$ cat src/core/ctx_ram_pkg.sv
// constants and types shared by the context memory and engine clock logic
// How it works
// - each half-duplex channel keeps its own context
// - static mode: direct address, 2 Mbytes maximum
// - dynamic memory means EDO sequencing only
// - dram: address 11..0 row/column, 12 is RAS
// - dram: 13/14 column strobes, 15 WE, 16 OE
// - dram space limited to 32 Mbytes
// - config bit picks static or dynamic timing
// - first algorithm: one 16K block, full duplex
// - MPPC: 16K per direction, separate sessions
// - one compression context plus encryption contexts
// - extra encryption contexts take 128 or 512 bytes
// - bus clock, processing clock, derived engine clock
// - engine clock from selected source, drives port
// - pll bypassed: engine clock is a quarter of the input
// - pll enabled: engine clock is input halved
// - config holds type, dram size, refresh rate
package ctx_ram_pkg;
  // register bus
  localparam int REG_ADDR_W = 4;
  localparam logic [3:0] REG_CONFIG = 4'h0;
  localparam logic [3:0] REG_STATUS = 4'h4;
  localparam logic [7:0] CFG_RESET = 8'h00;
  // configuration field positions
  localparam int CFG_DRAM = 0;
  localparam int CFG_SIZE_LO = 1;
  localparam int CFG_RATE_LO = 3;
  localparam int CFG_MPPC = 6;
  localparam int CFG_ENC_LARGE = 7;
  // status field positions
  localparam int STS_BUSY = 0;
  localparam int STS_REF_PEND = 1;
  localparam int STS_REF_CNT_LO = 8;
  // context memory geometry, 16-bit words
  localparam int WORD_ADDR_W = 24;
  localparam int SRAM_ADDR_W = 20;
  localparam int DRAM_MIN_W = 21;
  localparam int COL_W = 12;
  localparam int PIN_W = 21;
  localparam int PIN_RAS = 12;
  localparam int PIN_LCOL = 13;
  localparam int PIN_UCOL = 14;
  localparam int PIN_WE = 15;
  localparam int PIN_OE = 16;
  localparam int SESSION_W = 8;
  localparam int OFFSET_W = 14;
  localparam int BLOCK_WORDS_LOG2 = 13;
  localparam int ENC_SMALL_LOG2 = 6;
  localparam int ENC_LARGE_LOG2 = 8;
  // timing, figures in ns; engine ticks are at least two clocks apart
  localparam int CLK_PERIOD_NS = 100;
  localparam int TICK_PERIOD_NS = 2 * CLK_PERIOD_NS;
  localparam int SRAM_ACCESS_NS = 12;
  localparam int DRAM_ACCESS_NS = 60;
  localparam int DRAM_PRECHARGE_NS = 40;
  localparam int SRAM_TICKS =
    (SRAM_ACCESS_NS + TICK_PERIOD_NS - 1) / TICK_PERIOD_NS;
  localparam int DRAM_TICKS =
    (DRAM_ACCESS_NS + TICK_PERIOD_NS - 1) / TICK_PERIOD_NS;
  localparam int PRE_TICKS =
    (DRAM_PRECHARGE_NS + TICK_PERIOD_NS - 1) / TICK_PERIOD_NS;
  localparam int REFRESH_BASE_TICKS = 16;
  localparam int CNT_W = 4;
  localparam int REF_TIMER_W = 8;

  typedef struct packed {
    logic write;
    logic [SESSION_W-1:0] session;
    logic [OFFSET_W-1:0] offset;
    logic [15:0] wdata;
  } ctx_req_type;

  typedef struct packed {
    logic [REG_ADDR_W-1:0] addr;
    logic [31:0] wdata;
    logic write;
    logic read;
  } reg_bus_type;
endpackage

$ cat src/core/engine_clock_gen.sv
// engine clock source selection, synchronisers and optional halving
`timescale 1ns/1ns
`default_nettype none
module engine_clock_gen
  import ctx_ram_pkg::*;
(
  // system
  input wire logic sys_clk,
  input wire logic rst_n,
  // clock sources and straps
  input wire logic proc_clk_in,
  input wire logic bus_clk_in,
  input wire logic clk_source_select,
  input wire logic pll_enable_n,
  // engine timing
  output logic engine_clk,
  output logic engine_tick
);
  logic [1:0] proc_sync;
  logic [1:0] bus_sync;
  logic src_last;
  logic half_phase;
  wire src_level = clk_source_select ? proc_sync[1] : bus_sync[1];
  wire src_rise = src_level & ~src_last;
  // bypassed pll: only every second source edge makes a tick
  wire next_tick = src_rise & (~pll_enable_n | half_phase);

  // unrelated clocks are only looked at after two flops
  always_ff @(posedge sys_clk or negedge rst_n) begin
    if (!rst_n) begin
      proc_sync <= 2'h0;
      bus_sync <= 2'h0;
      src_last <= 1'b0;
    end else begin
      proc_sync <= {proc_sync[0], proc_clk_in};
      bus_sync <= {bus_sync[0], bus_clk_in};
      src_last <= src_level;
    end
  end

  always_ff @(posedge sys_clk or negedge rst_n) begin
    if (!rst_n) begin
      half_phase <= 1'b0;
      engine_tick <= 1'b0;
      engine_clk <= 1'b0;
    end else begin
      if (src_rise) half_phase <= ~half_phase;
      engine_tick <= next_tick;
      if (next_tick) engine_clk <= ~engine_clk;
    end
  end
endmodule
`default_nettype wire

$ cat src/core/context_ram_clock_ctrl.sv
// context memory port for static or edo dynamic ram, with refresh
//
// Design decisions made here: the placing of the registers and the strobed register port.
`timescale 1ns/1ns
`default_nettype none
module context_ram_clock_ctrl
  import ctx_ram_pkg::*;
#(
  parameter int REFRESH_BASE = REFRESH_BASE_TICKS
)
(
  // clock and reset
  input wire logic sys_clk,
  input wire logic reset_n,
  // clock sources
  input wire logic proc_clk_in,
  input wire logic bus_clk_in,
  input wire logic clk_source_select,
  input wire logic pll_enable_n,
  output logic engine_clk,
  // register port
  input wire reg_bus_type reg_bus,
  output logic [31:0] reg_rdata,
  // context requests from the engines
  input wire logic req_valid,
  input wire ctx_req_type req,
  output logic req_ready,
  output logic resp_valid,
  output logic [15:0] resp_rdata,
  // context memory pins
  output logic [PIN_W-1:0] context_addr,
  output logic sram_ce_n,
  output logic sram_we_n,
  output logic sram_oe_n,
  input wire logic [15:0] mem_dq_in,
  output logic [15:0] mem_dq_out,
  output logic mem_dq_oe
);
  typedef enum logic [2:0] {
    ST_IDLE, ST_SRAM, ST_ROW, ST_COL, ST_PRE, ST_REF_CAS, ST_REF_RAS
  } port_state_type;

  logic [1:0] rst_pipe;
  wire rst_sync = rst_pipe[1];
  logic engine_tick;
  logic [7:0] cfg;
  port_state_type state;
  port_state_type next_state;
  logic [CNT_W-1:0] cnt;
  logic [CNT_W-1:0] next_cnt;
  logic cur_write;
  logic [WORD_ADDR_W-1:0] cur_addr;
  logic [15:0] cur_wdata;
  logic [REF_TIMER_W-1:0] ref_timer;
  logic refresh_pending;
  logic [7:0] refresh_count;

  // reset is released through two flops
  always_ff @(posedge sys_clk or negedge reset_n) begin
    if (!reset_n) rst_pipe <= 2'h0;
    else rst_pipe <= {rst_pipe[0], 1'b1};
  end

  engine_clock_gen u_clk (
    .sys_clk(sys_clk),
    .rst_n(rst_sync),
    .proc_clk_in(proc_clk_in),
    .bus_clk_in(bus_clk_in),
    .clk_source_select(clk_source_select),
    .pll_enable_n(pll_enable_n),
    .engine_clk(engine_clk),
    .engine_tick(engine_tick)
  );

  // configuration fields
  wire cfg_dram = cfg[CFG_DRAM];
  wire [1:0] cfg_size = cfg[CFG_SIZE_LO +: 2];
  wire [2:0] cfg_rate = cfg[CFG_RATE_LO +: 3];
  wire cfg_mppc = cfg[CFG_MPPC];
  wire cfg_enc_large = cfg[CFG_ENC_LARGE];

  // session layout: compression blocks first, encryption contexts after
  function automatic logic [WORD_ADDR_W-1:0] ctx_word_addr(
    input ctx_req_type r, input logic mppc, input logic enc_large);
    logic [WORD_ADDR_W-1:0] comp_sessions;
    logic [WORD_ADDR_W-1:0] sess;
    logic [WORD_ADDR_W-1:0] word_off;
    logic [WORD_ADDR_W-1:0] enc_base;
    comp_sessions = mppc ? 24'h000002 : 24'h000001;
    sess = {{(WORD_ADDR_W-SESSION_W){1'b0}}, r.session};
    word_off = {{(WORD_ADDR_W-OFFSET_W+1){1'b0}}, r.offset[OFFSET_W-1:1]};
    enc_base = comp_sessions << BLOCK_WORDS_LOG2;
    if (sess < comp_sessions) begin
      ctx_word_addr = (sess << BLOCK_WORDS_LOG2) + word_off;
    end else if (enc_large) begin
      ctx_word_addr = enc_base + ((sess - comp_sessions) << ENC_LARGE_LOG2)
        + (word_off & 24'h0000ff);
    end else begin
      ctx_word_addr = enc_base + ((sess - comp_sessions) << ENC_SMALL_LOG2)
        + (word_off & 24'h00003f);
    end
  endfunction

  // addresses wrap inside the memory that is fitted
  function automatic logic [WORD_ADDR_W-1:0] size_limit(
    input logic [WORD_ADDR_W-1:0] a, input logic dram, input logic [1:0] sz);
    logic [WORD_ADDR_W-1:0] mask;
    mask = 24'h000000;
    if (!dram) mask = 24'h0fffff;
    else mask = (24'h200000 << sz) - 24'h000001;
    size_limit = a & mask;
  endfunction

  // memory pin pattern for a given state
  function automatic logic [PIN_W-1:0] pins_for(input port_state_type s,
    input logic dram, input logic wr, input logic [WORD_ADDR_W-1:0] a);
    logic [PIN_W-1:0] p;
    p = '0;
    if (!dram) begin
      if (s == ST_SRAM) p = {1'b0, a[SRAM_ADDR_W-1:0]};
    end else begin
      p[PIN_OE:PIN_RAS] = 5'h1f; // strobes idle high
      unique case (s)
        ST_ROW: begin
          p[COL_W-1:0] = a[WORD_ADDR_W-1:COL_W];
          p[PIN_RAS] = 1'b0;
        end
        ST_COL: begin
          p[COL_W-1:0] = a[COL_W-1:0];
          p[PIN_RAS] = 1'b0;
          p[PIN_LCOL] = 1'b0;
          p[PIN_UCOL] = 1'b0;
          p[PIN_WE] = ~wr;
          p[PIN_OE] = wr;
        end
        ST_REF_CAS: begin
          p[PIN_LCOL] = 1'b0;
          p[PIN_UCOL] = 1'b0;
        end
        ST_REF_RAS: begin
          p[PIN_RAS] = 1'b0;
          p[PIN_LCOL] = 1'b0;
          p[PIN_UCOL] = 1'b0;
        end
        default: p[PIN_OE:PIN_RAS] = 5'h1f;
      endcase
    end
    pins_for = p;
  endfunction

  // refresh wins the idle slot so accesses never starve it
  assign req_ready = (state == ST_IDLE) && engine_tick
    && !refresh_pending;
  wire take_req = req_valid && req_ready;
  wire step = engine_tick && (cnt == '0);
  wire [WORD_ADDR_W-1:0] new_addr =
    size_limit(ctx_word_addr(req, cfg_mppc, cfg_enc_large), cfg_dram, cfg_size);
  wire [REF_TIMER_W-1:0] ref_interval =
    REF_TIMER_W'(REFRESH_BASE) * ({5'h00, cfg_rate} + 8'h01);
  wire ref_expire = cfg_dram && engine_tick && (ref_timer == '0);
  wire ref_start = (state == ST_IDLE) && engine_tick && refresh_pending;
  wire access_done = step && ((state == ST_SRAM) || (state == ST_COL));

  // sequencer; dwell counts come from the memory type in use
  always_comb begin
    next_state = state;
    next_cnt = cnt;
    if (engine_tick && cnt != '0) begin
      next_cnt = cnt - CNT_W'(1);
    end else if (engine_tick) begin
      unique case (state)
        ST_IDLE: begin
          if (ref_start) begin
            next_state = ST_REF_CAS;
            next_cnt = CNT_W'(DRAM_TICKS - 1);
          end else if (take_req && !cfg_dram) begin
            next_state = ST_SRAM;
            next_cnt = CNT_W'(SRAM_TICKS - 1);
          end else if (take_req) begin
            next_state = ST_ROW;
            next_cnt = CNT_W'(DRAM_TICKS - 1);
          end
        end
        ST_SRAM: next_state = ST_IDLE;
        ST_ROW: begin
          next_state = ST_COL;
          next_cnt = CNT_W'(DRAM_TICKS - 1);
        end
        ST_COL: begin
          next_state = ST_PRE;
          next_cnt = CNT_W'(PRE_TICKS - 1);
        end
        ST_PRE: next_state = ST_IDLE;
        ST_REF_CAS: begin
          next_state = ST_REF_RAS;
          next_cnt = CNT_W'(DRAM_TICKS - 1);
        end
        ST_REF_RAS: begin
          next_state = ST_PRE;
          next_cnt = CNT_W'(PRE_TICKS - 1);
        end
      endcase
    end
  end

  always_ff @(posedge sys_clk or negedge rst_sync) begin
    if (!rst_sync) begin
      state <= ST_IDLE;
      cnt <= '0;
      cur_write <= 1'b0;
      cur_addr <= '0;
      cur_wdata <= 16'h0000;
    end else begin
      state <= next_state;
      cnt <= next_cnt;
      if (take_req) begin
        cur_write <= req.write;
        cur_addr <= new_addr;
        cur_wdata <= req.wdata;
      end
    end
  end

  // pins are registered from the next state so they change with it
  wire next_write = take_req ? req.write : cur_write;
  wire [WORD_ADDR_W-1:0] next_addr = take_req ? new_addr : cur_addr;
  wire next_drive = next_write
    && (next_state == ST_SRAM || next_state == ST_COL);
  always_ff @(posedge sys_clk or negedge rst_sync) begin
    if (!rst_sync) begin
      context_addr <= '0;
      sram_ce_n <= 1'b1;
      sram_we_n <= 1'b1;
      sram_oe_n <= 1'b1;
      mem_dq_out <= 16'h0000;
      mem_dq_oe <= 1'b0;
    end else begin
      context_addr <= pins_for(next_state, cfg_dram, next_write, next_addr);
      sram_ce_n <= ~(next_state == ST_SRAM);
      sram_we_n <= ~(next_state == ST_SRAM && next_write);
      sram_oe_n <= ~(next_state == ST_SRAM && !next_write);
      mem_dq_out <= take_req ? req.wdata : cur_wdata;
      mem_dq_oe <= next_drive;
    end
  end

  // read data is caught on the last tick of the access
  always_ff @(posedge sys_clk or negedge rst_sync) begin
    if (!rst_sync) begin
      resp_valid <= 1'b0;
      resp_rdata <= 16'h0000;
    end else begin
      resp_valid <= access_done;
      if (access_done && !cur_write) resp_rdata <= mem_dq_in;
    end
  end

  // refresh timer; a new expiry beats the clear of the pending flag
  always_ff @(posedge sys_clk or negedge rst_sync) begin
    if (!rst_sync) begin
      ref_timer <= '0;
      refresh_pending <= 1'b0;
      refresh_count <= 8'h00;
    end else begin
      if (!cfg_dram) ref_timer <= ref_interval;
      else if (engine_tick) ref_timer <= ref_expire ? ref_interval
        : ref_timer - REF_TIMER_W'(1);
      if (ref_expire) refresh_pending <= 1'b1;
      else if (ref_start) refresh_pending <= 1'b0;
      if (ref_start) refresh_count <= refresh_count + 8'h01;
    end
  end

  // register port, read data the cycle after the strobe
  wire [31:0] status_word = {16'h0000, refresh_count, 6'h00,
    refresh_pending, state != ST_IDLE};
  always_ff @(posedge sys_clk or negedge rst_sync) begin
    if (!rst_sync) begin
      cfg <= CFG_RESET;
      reg_rdata <= 32'h00000000;
    end else begin
      if (reg_bus.write && reg_bus.addr == REG_CONFIG)
        cfg <= reg_bus.wdata[7:0];
      if (!reg_bus.read) reg_rdata <= 32'h00000000;
      else if (reg_bus.addr == REG_CONFIG) reg_rdata <= {24'h000000, cfg};
      else if (reg_bus.addr == REG_STATUS) reg_rdata <= status_word;
      else reg_rdata <= 32'h00000000;
    end
  end
endmodule
`default_nettype wire

$ cat config.mk
export PLATFORM = sky130hd
export DESIGN_NAME = context_ram_clock_ctrl
export DESIGN_NICKNAME = d
export VERILOG_FILES = /design/src/core/ctx_ram_pkg.sv /design/src/core/engine_clock_gen.sv /design/src/core/context_ram_clock_ctrl.sv
export SDC_FILE = /design/constraint.sdc
export NUM_CORES = 1
export LEC_CHECK = 0
export BUFFER_PORTS_ARGS = -buffer_cell sky130_fd_sc_hd__buf_4
export CAP_MARGIN = 10
export CORE_UTILIZATION = 52
export CTS_CLUSTER_DIAMETER = 60
export CTS_CLUSTER_SIZE = 30
export DETAILED_ROUTE_END_ITERATION = 10
export PLACE_DENSITY = 0.84
export RECOVER_POWER = 50
export SLEW_MARGIN = 5
export SYNTH_ARGS = -nofsm -noshare
export SYNTH_HDL_FRONTEND = slang
export SYNTH_SLANG_ARGS = --single-unit
$ cat constraint.sdc
create_clock -name sys_clk -period 5.9 [get_ports sys_clk]
set_input_delay 0.295 -clock sys_clk [delete_from_list [all_inputs] [get_ports sys_clk]]
set_output_delay 0.295 -clock sys_clk [all_outputs]
set_load 0.005 [all_outputs]
[After elaboration in Yosys (flattened, before gate mapping)]
Cells that the tools add are included.
Cells by class
  magnitude comparators: 1
  mux-type cells: 34
  eq/ne operators: 14
  bitwise operators: 12
  reduce and logical (&&, ||, !) cells: 36
  $add $sub $neg: 11
  shift operators: 1
Operator list (number)
  2-to-1 mux 24 bit: 4
  2-to-1 mux 32 bit: 2
  adder 15 x 24 -> 24 bit: 1
  adder 24 x 8 -> 24 bit: 1
  AND 24 bit: 1
  2-to-1 mux 4 bit: 6
  2-to-1 mux 8 bit: 3
  case mux 12 bit (2 select lines): 1
  << shifter 22 x 2 -> 24 bit, first input constant: 1
  subtractor 24 x 1 -> 24 bit, second input constant: 1
  adder 21 x 13 -> 22 bit: 1
  2-to-1 mux 20 bit: 1
  adder 17 x 7 -> 18 bit: 1
  adder 16 x 15 -> 17 bit: 1
  2-to-1 mux 17 bit: 1
  2-to-1 mux 16 bit: 1
  == test 3 bit, second input constant: 5
  logical AND 1 bit: 15
  2-to-1 mux 3 bit: 5
  case mux 3 bit (5 select lines): 1
  == test 3 x 2 -> 1 bit, second input constant: 4
  subtractor 8 x 2 -> 9 bit: 1
  adder 8 x 1 -> 8 bit, second input constant: 1
  logical NOT 4 bit: 2
  other kinds (25): 48
Word-level totals
  input port bits: 100
  bits in registers: 157

[Logic depth before layout (Yosys ltp)]
  depth after elaboration: 14
  mapped depth: 16

[Cells and area by module]
From an unflattened synthesis, not the netlist that was laid out.
Unflattened totals
  cell total of the unflattened synthesis: 609
  area, all modules: 6510.0 um^2
By module, submodules not included
  context_ram_clock_ctrl: area each 6258.5 um^2, cells each 594, instances 1
  engine_clock_gen: area each 251.5 um^2, cells each 15, instances 1

[Least setup slack after synthesis]
Ideal clock, no wire load.
  kind: flip-flop to flip-flop
  from: register cfg[6]
  to: register context_addr[11]
  setup time: 0.066 ns
  clock period less this slack: 3.540 ns
  data required time: 5.834 ns
  path slack: 2.360 ns
  stages on the path, launching flop included: 16
  data arrival time: 3.474 ns
  cells stage by stage: dfrtp_1 inv_1 ha_1 fa_1 nor3b_1 nand3b_1 xnor2_1 inv_1 fa_1 inv_1 nand3_1 ha_1 a2111oi_2 nand4_1 nand2_1 a22o_1
On the way
  longest elaborated chain between the ends: 10
  elaborated cells between the ends (all ways): 14
  those cells by class: add/sub (5); order compare (1); mux (7); bitwise (1)
RTL lines
  start, declared: RTL line context_ram_clock_ctrl.sv:46  | logic [7:0] cfg;
  start signal, assigned: RTL line context_ram_clock_ctrl.sv:283  | cfg <= reg_bus.wdata[7:0];
  2-to-1 mux 2 bit (*): RTL line context_ram_clock_ctrl.sv:89  | comp_sessions = mppc ? 24'h000002 : 24'h000001;
  subtractor 8 x 2 -> 9 bit: RTL line context_ram_clock_ctrl.sv:96, context_ram_clock_ctrl.sv:99
  adder 15 x 24 -> 24 bit or adder 16 x 15 -> 17 bit (tied branches): RTL line context_ram_clock_ctrl.sv:96, context_ram_clock_ctrl.sv:99
  adder 24 x 8 -> 24 bit or adder 17 x 7 -> 18 bit (tied branches): RTL line context_ram_clock_ctrl.sv:97, context_ram_clock_ctrl.sv:100
  2-to-1 mux 24 bit: RTL line context_ram_clock_ctrl.sv:95  | end else if (enc_large) begin
  2-to-1 mux 24 bit (*): RTL line context_ram_clock_ctrl.sv:93  | if (sess < comp_sessions) begin
  AND 24 bit (*): RTL line context_ram_clock_ctrl.sv:111  | size_limit = a & mask;
  2-to-1 mux 24 bit (*): RTL line context_ram_clock_ctrl.sv:226  | wire [WORD_ADDR_W-1:0] next_addr = take_req ? new_addr : cur_addr;
  net next_addr[23]: RTL line context_ram_clock_ctrl.sv:226
  case mux 12 bit (2 select lines) (*): RTL line context_ram_clock_ctrl.sv:123  | unique case (s)
  2-to-1 mux 17 bit (*): RTL line context_ram_clock_ctrl.sv:119  | if (!dram) begin
  end signal, assigned: RTL line context_ram_clock_ctrl.sv:238  | context_addr <= pins_for(next_state, cfg_dram, next_write, next_addr);
  end, declared: RTL line context_ram_clock_ctrl.sv:31  | output logic [PIN_W-1:0] context_addr,
The timed path passes the listed nets; every way through them passes the cells marked *.
A chain may end at the register's enable or synchronous reset.

[Final worst setup path]
  from: register cfg[6]
  to: register context_addr[5]
Same word-level chain as after synthesis.

==> flow_summary.toml <==
[worst_setup_path]
critPathBufInv = 4
cp-endpoint = "context_addr[5]"
critPathTopFamily = "adder cells"
critical_path.max_stage_delay_ns = 0.55
cp_max_fo = 8
ff2ff_path_depth = 15
timing.rr.end = "context_addr[5]"
crit_path_frequent_cell = "inv_1"
slowest_stage = "a2111oi_2"
critPathRequiredTime_ns = 6.25
reg2reg_from = "cfg[6]"
crit_type = "flop to flop"
startpoint_type = "flop"
crit_path_start = "cfg[6]"
crit_cells = 15
path_cells = "inv_1, ha_1, fa_1, nor3b_1, nand3b_1, xnor2_1, inv_1, fa_1, inv_1, nand3_1, ha_1, a2111oi_2, a21oi_1, inv_1, a22o_1"
ff2ff_setup_slack_ns = 1.73
crit_arrival_ns = 4.52
crit_path_end_kind = "flop"

[synthesis]
synth_top_cell_area_share_pct = 53.5
synth.avg_cell_area_sq_um = 10.5
yosys_warnings = 0
synthTopCellsByArea = "dfrtp_1 (53%), nand2_1 (5.8%), mux2_2 (4.4%)"
synth_seq_cells = 140
synth_top_cell_by_area = "dfrtp_1"
syn-instance-count = 608
synthArstFlopShare_pct = 100
synth_area_sq_um = 6410
ys_types = 61
synth-seq-area-share_pct = 54.7
synth_edf_count = 0
synth_top_flop_cell = "dfrtp_1"

[cts]
tritoncts = "built"
cts-root-buf = "clkbuf_16"
insertion_delay_ns = 0.42
cts_buffer_depth = 2
cts_hold_buf = 3
cts_buffers = 17
postCtsResizedCells = 0
h-tree-depth = 4
clk_pin_slew_ns = 0.06
cts_setup_buffers = 0
clkSinkCount = 140

[power_and_ir_drop]
p_leak_uw = 0.00409
combinationalPowerShare_pct = 22.6
p_sw_uw = 922
swShare_pct = 28.8
powerDensity_nw_per_um2 = 391
vdd.ir_drop.worst_v = 0.000165
p_clk_share_pct = 34.9
p_int_uw = 2280
pwr-share-seq_pct = 42.6

[timing]
finalSetupViolations = 0
worstMarginPinSlew_ns = 3.04
hold_violations = 0
setup-tns-final_ns = 0
max-slew-margin-rel_pct = -103
setup_ws_ns = 1.73
rsz0062_at_grt = "no"
skew_ns = 0.00624
slew_viol_final = 81
fin_crit_ns = 4.17
max_freq_mhz = 240
fin_crit_sh_pct = 70.7

[routing]
dr_total_vias = 5000
via_per_inst = 5.46
drt_wl_total_mm = 14.4
route.detailed.drc = 0
drtIter0Drc = 354
postRouteAntennaNets = 0
wl_per_cell_microns = 15.8
dr.pass1.iters = 5

[global_route]
grt_usage_pct = 23.6
first_global_vias = 4892
grt_max_degree = 81
grt_pass1_wl_mm = 23.3
antenna_found_initial = 0
grt_overflow = 0

[place]
place_inst = 881
dp_hpwl_mm = 10.0
finalWeightedCongestion = 0.858
numPortBuffers = 149
place_ws_ns = 1.82

[outcome]
violations = "max-capacitance violations, max-slew violations"
status = "complete, but fails checks"

[floorplanning]
die_h_microns = 113
die-area_sq_um = 12800
fp-row-count = 40
initial_core_util_pct = 53.4
die_x_microns = 113
pin_count = 192
core-area_sq_um = 12000

[worst_hold_path]
hold_depth = 3
worstHoldPathType = "primary input to flop"

[finish]
drive_above_1_share_pct = 28.2
n_fill_cell = 918
instances_no_fill = 916
layout.nets = 874
diodes = 0
syn_to_final_growth_pct = 27.7

[job]
max-cap-violations = 1
==> metal layers <==
metal  wire, microns  up-vias  global-route usage [%]
met5               0        -                       0
met4             290        0                    9.74
met3             819       25                    5.25
met2            7330      211                    39.6
met1            6000     2428                    29.8
li1                -     2336                       -
==> state kept, by name (all words and copies together) (netlist names), 2 cells and up <==
name,cells
cfg,8
cnt,4
context_addr,20
cur_addr,24
mem_dq_out,16
ref_timer,8
refresh_count,8
reg_rdata,16
resp_rdata,16
rst_pipe,2
state,3
u_clk.bus_sync,2
u_clk.proc_sync,2
==> worst register-to-register path, delay by kind of cell, from the launching register on <==
kind | cells | cell delay [ns]
adder cells (fa/ha/maj) | 4 | 1.33
buffers and inverters | 4 | 0.65
AO/OA/AOI/OAI | 3 | 0.84
XOR/XNOR | 1 | 0.25
AND/OR/NAND/NOR | 3 | 0.61
flip-flops | 1 | 0.44
==> power groups by stage <==
| stage | clock network, uW | logic (uW) | registers [uW] |
|---|---|---|---|
| detailed placement | 0 | 729 | 1380 |
| floorplan | 0 | 435 | 1330 |
| finish | 1120 | 723 | 1360 |
| global route | 1180 | 806 | 1400 |
| global placement | 0 | 694 | 1360 |
| CTS | 1130 | 741 | 1370 |
==> layout by cell type (no fill, tap or decap), drive strengths merged, types with 5 or more instances in the layout <==
| cell type | Yosys | final |
|---|---|---|
| a21oi | 26 | 26 |
| a22o | 8 | 8 |
| a31oi | 6 | 6 |
| and2 | 13 | 13 |
| buf | 28 | 76 |
| clkbuf | 13 | 96 |
| clkinv | 0 | 5 |
| conb | 2 | 18 |
| dfrtp | 137 | 137 |
| ha | 15 | 15 |
| inv | 31 | 32 |
| mux2 | 25 | 25 |
| mux2i | 7 | 7 |
| nand2 | 99 | 99 |
| nand2b | 5 | 5 |
| nand3 | 14 | 14 |
| nand3b | 6 | 6 |
| nor2 | 34 | 34 |
| nor2b | 8 | 8 |
| nor3 | 18 | 18 |
| o21ai | 28 | 28 |
| o2bb2ai | 7 | 7 |
| xnor2 | 11 | 11 |
| xor2 | 7 | 7 |
==> cells in the mapped netlist (all sizes together) (4+ instances only) <==
cell and number:
dfrtp 137, nand2 99, nor2 34, inv 31
buf 28, o21ai 28, a21oi 26, mux2 25
nor3 18, ha 15, nand3 14, and2 13
clkbuf 13, xnor2 11, a22o 8, nor2b 8
mux2i 7, o2bb2ai 7, xor2 7, a31oi 6
nand3b 6, nand2b 5, a211oi 4, a22oi 4
and3 4, nand4 4, nor3b 4, or3 4
==> layout make-up <==
type                       count  area, sq um  share of cell area [%]
clock buffer                  21          460                    5.62
sequential                   140         3510                    42.8
timing repair buffer         154         1130                    13.8
tap                          147          184                    2.25
multi-input combinational    412         2620                    32.0
clock inverter                11          165                    2.02
inverter                      31          116                    1.42
==> worst min path at each step <==
stage	from	to
2_1_floorplan	reset_n	rst_pipe[0]
3_3_place_gp	reset_n	rst_pipe[0]
3_5_place_dp	reset_n	rst_pipe[0]
4_1_cts	req[4]	mem_dq_out[4]
5_1_grt	req[3]	mem_dq_out[3]
6_report	req[4]	mem_dq_out[4]
==> cell families after synthesis <==
family,Yosys count,synth area share (%)
DFF,140,54.7
xor gates and xnor gates,18,2.46
adders and majority gates,18,3.86
other,2,0.117
and+or+nand+nor,222,17.0
muxes,32,5.48
AOI/OAI and AO/OA,104,10.8
buffers and inverters,72,5.60
==> stage by stage <==
stage | utilization, % | instance area [sq um] | power (uW) | hold WS [ns]
finish | 68.2 | 8190 | 3200 | 0.0673
global route | 68.2 | 8190 | 3380 | 0.0690
CTS | 68.5 | 8220 | 3240 | 0.0541
detailed placement | 63.0 | 7570 | 2110 | 0.0782
global placement | 63.0 | 7570 | 2060 | 0.0774
floorplan | - | 6470 | 1770 | -0.000591
Power figures use the tool's default switching activity.
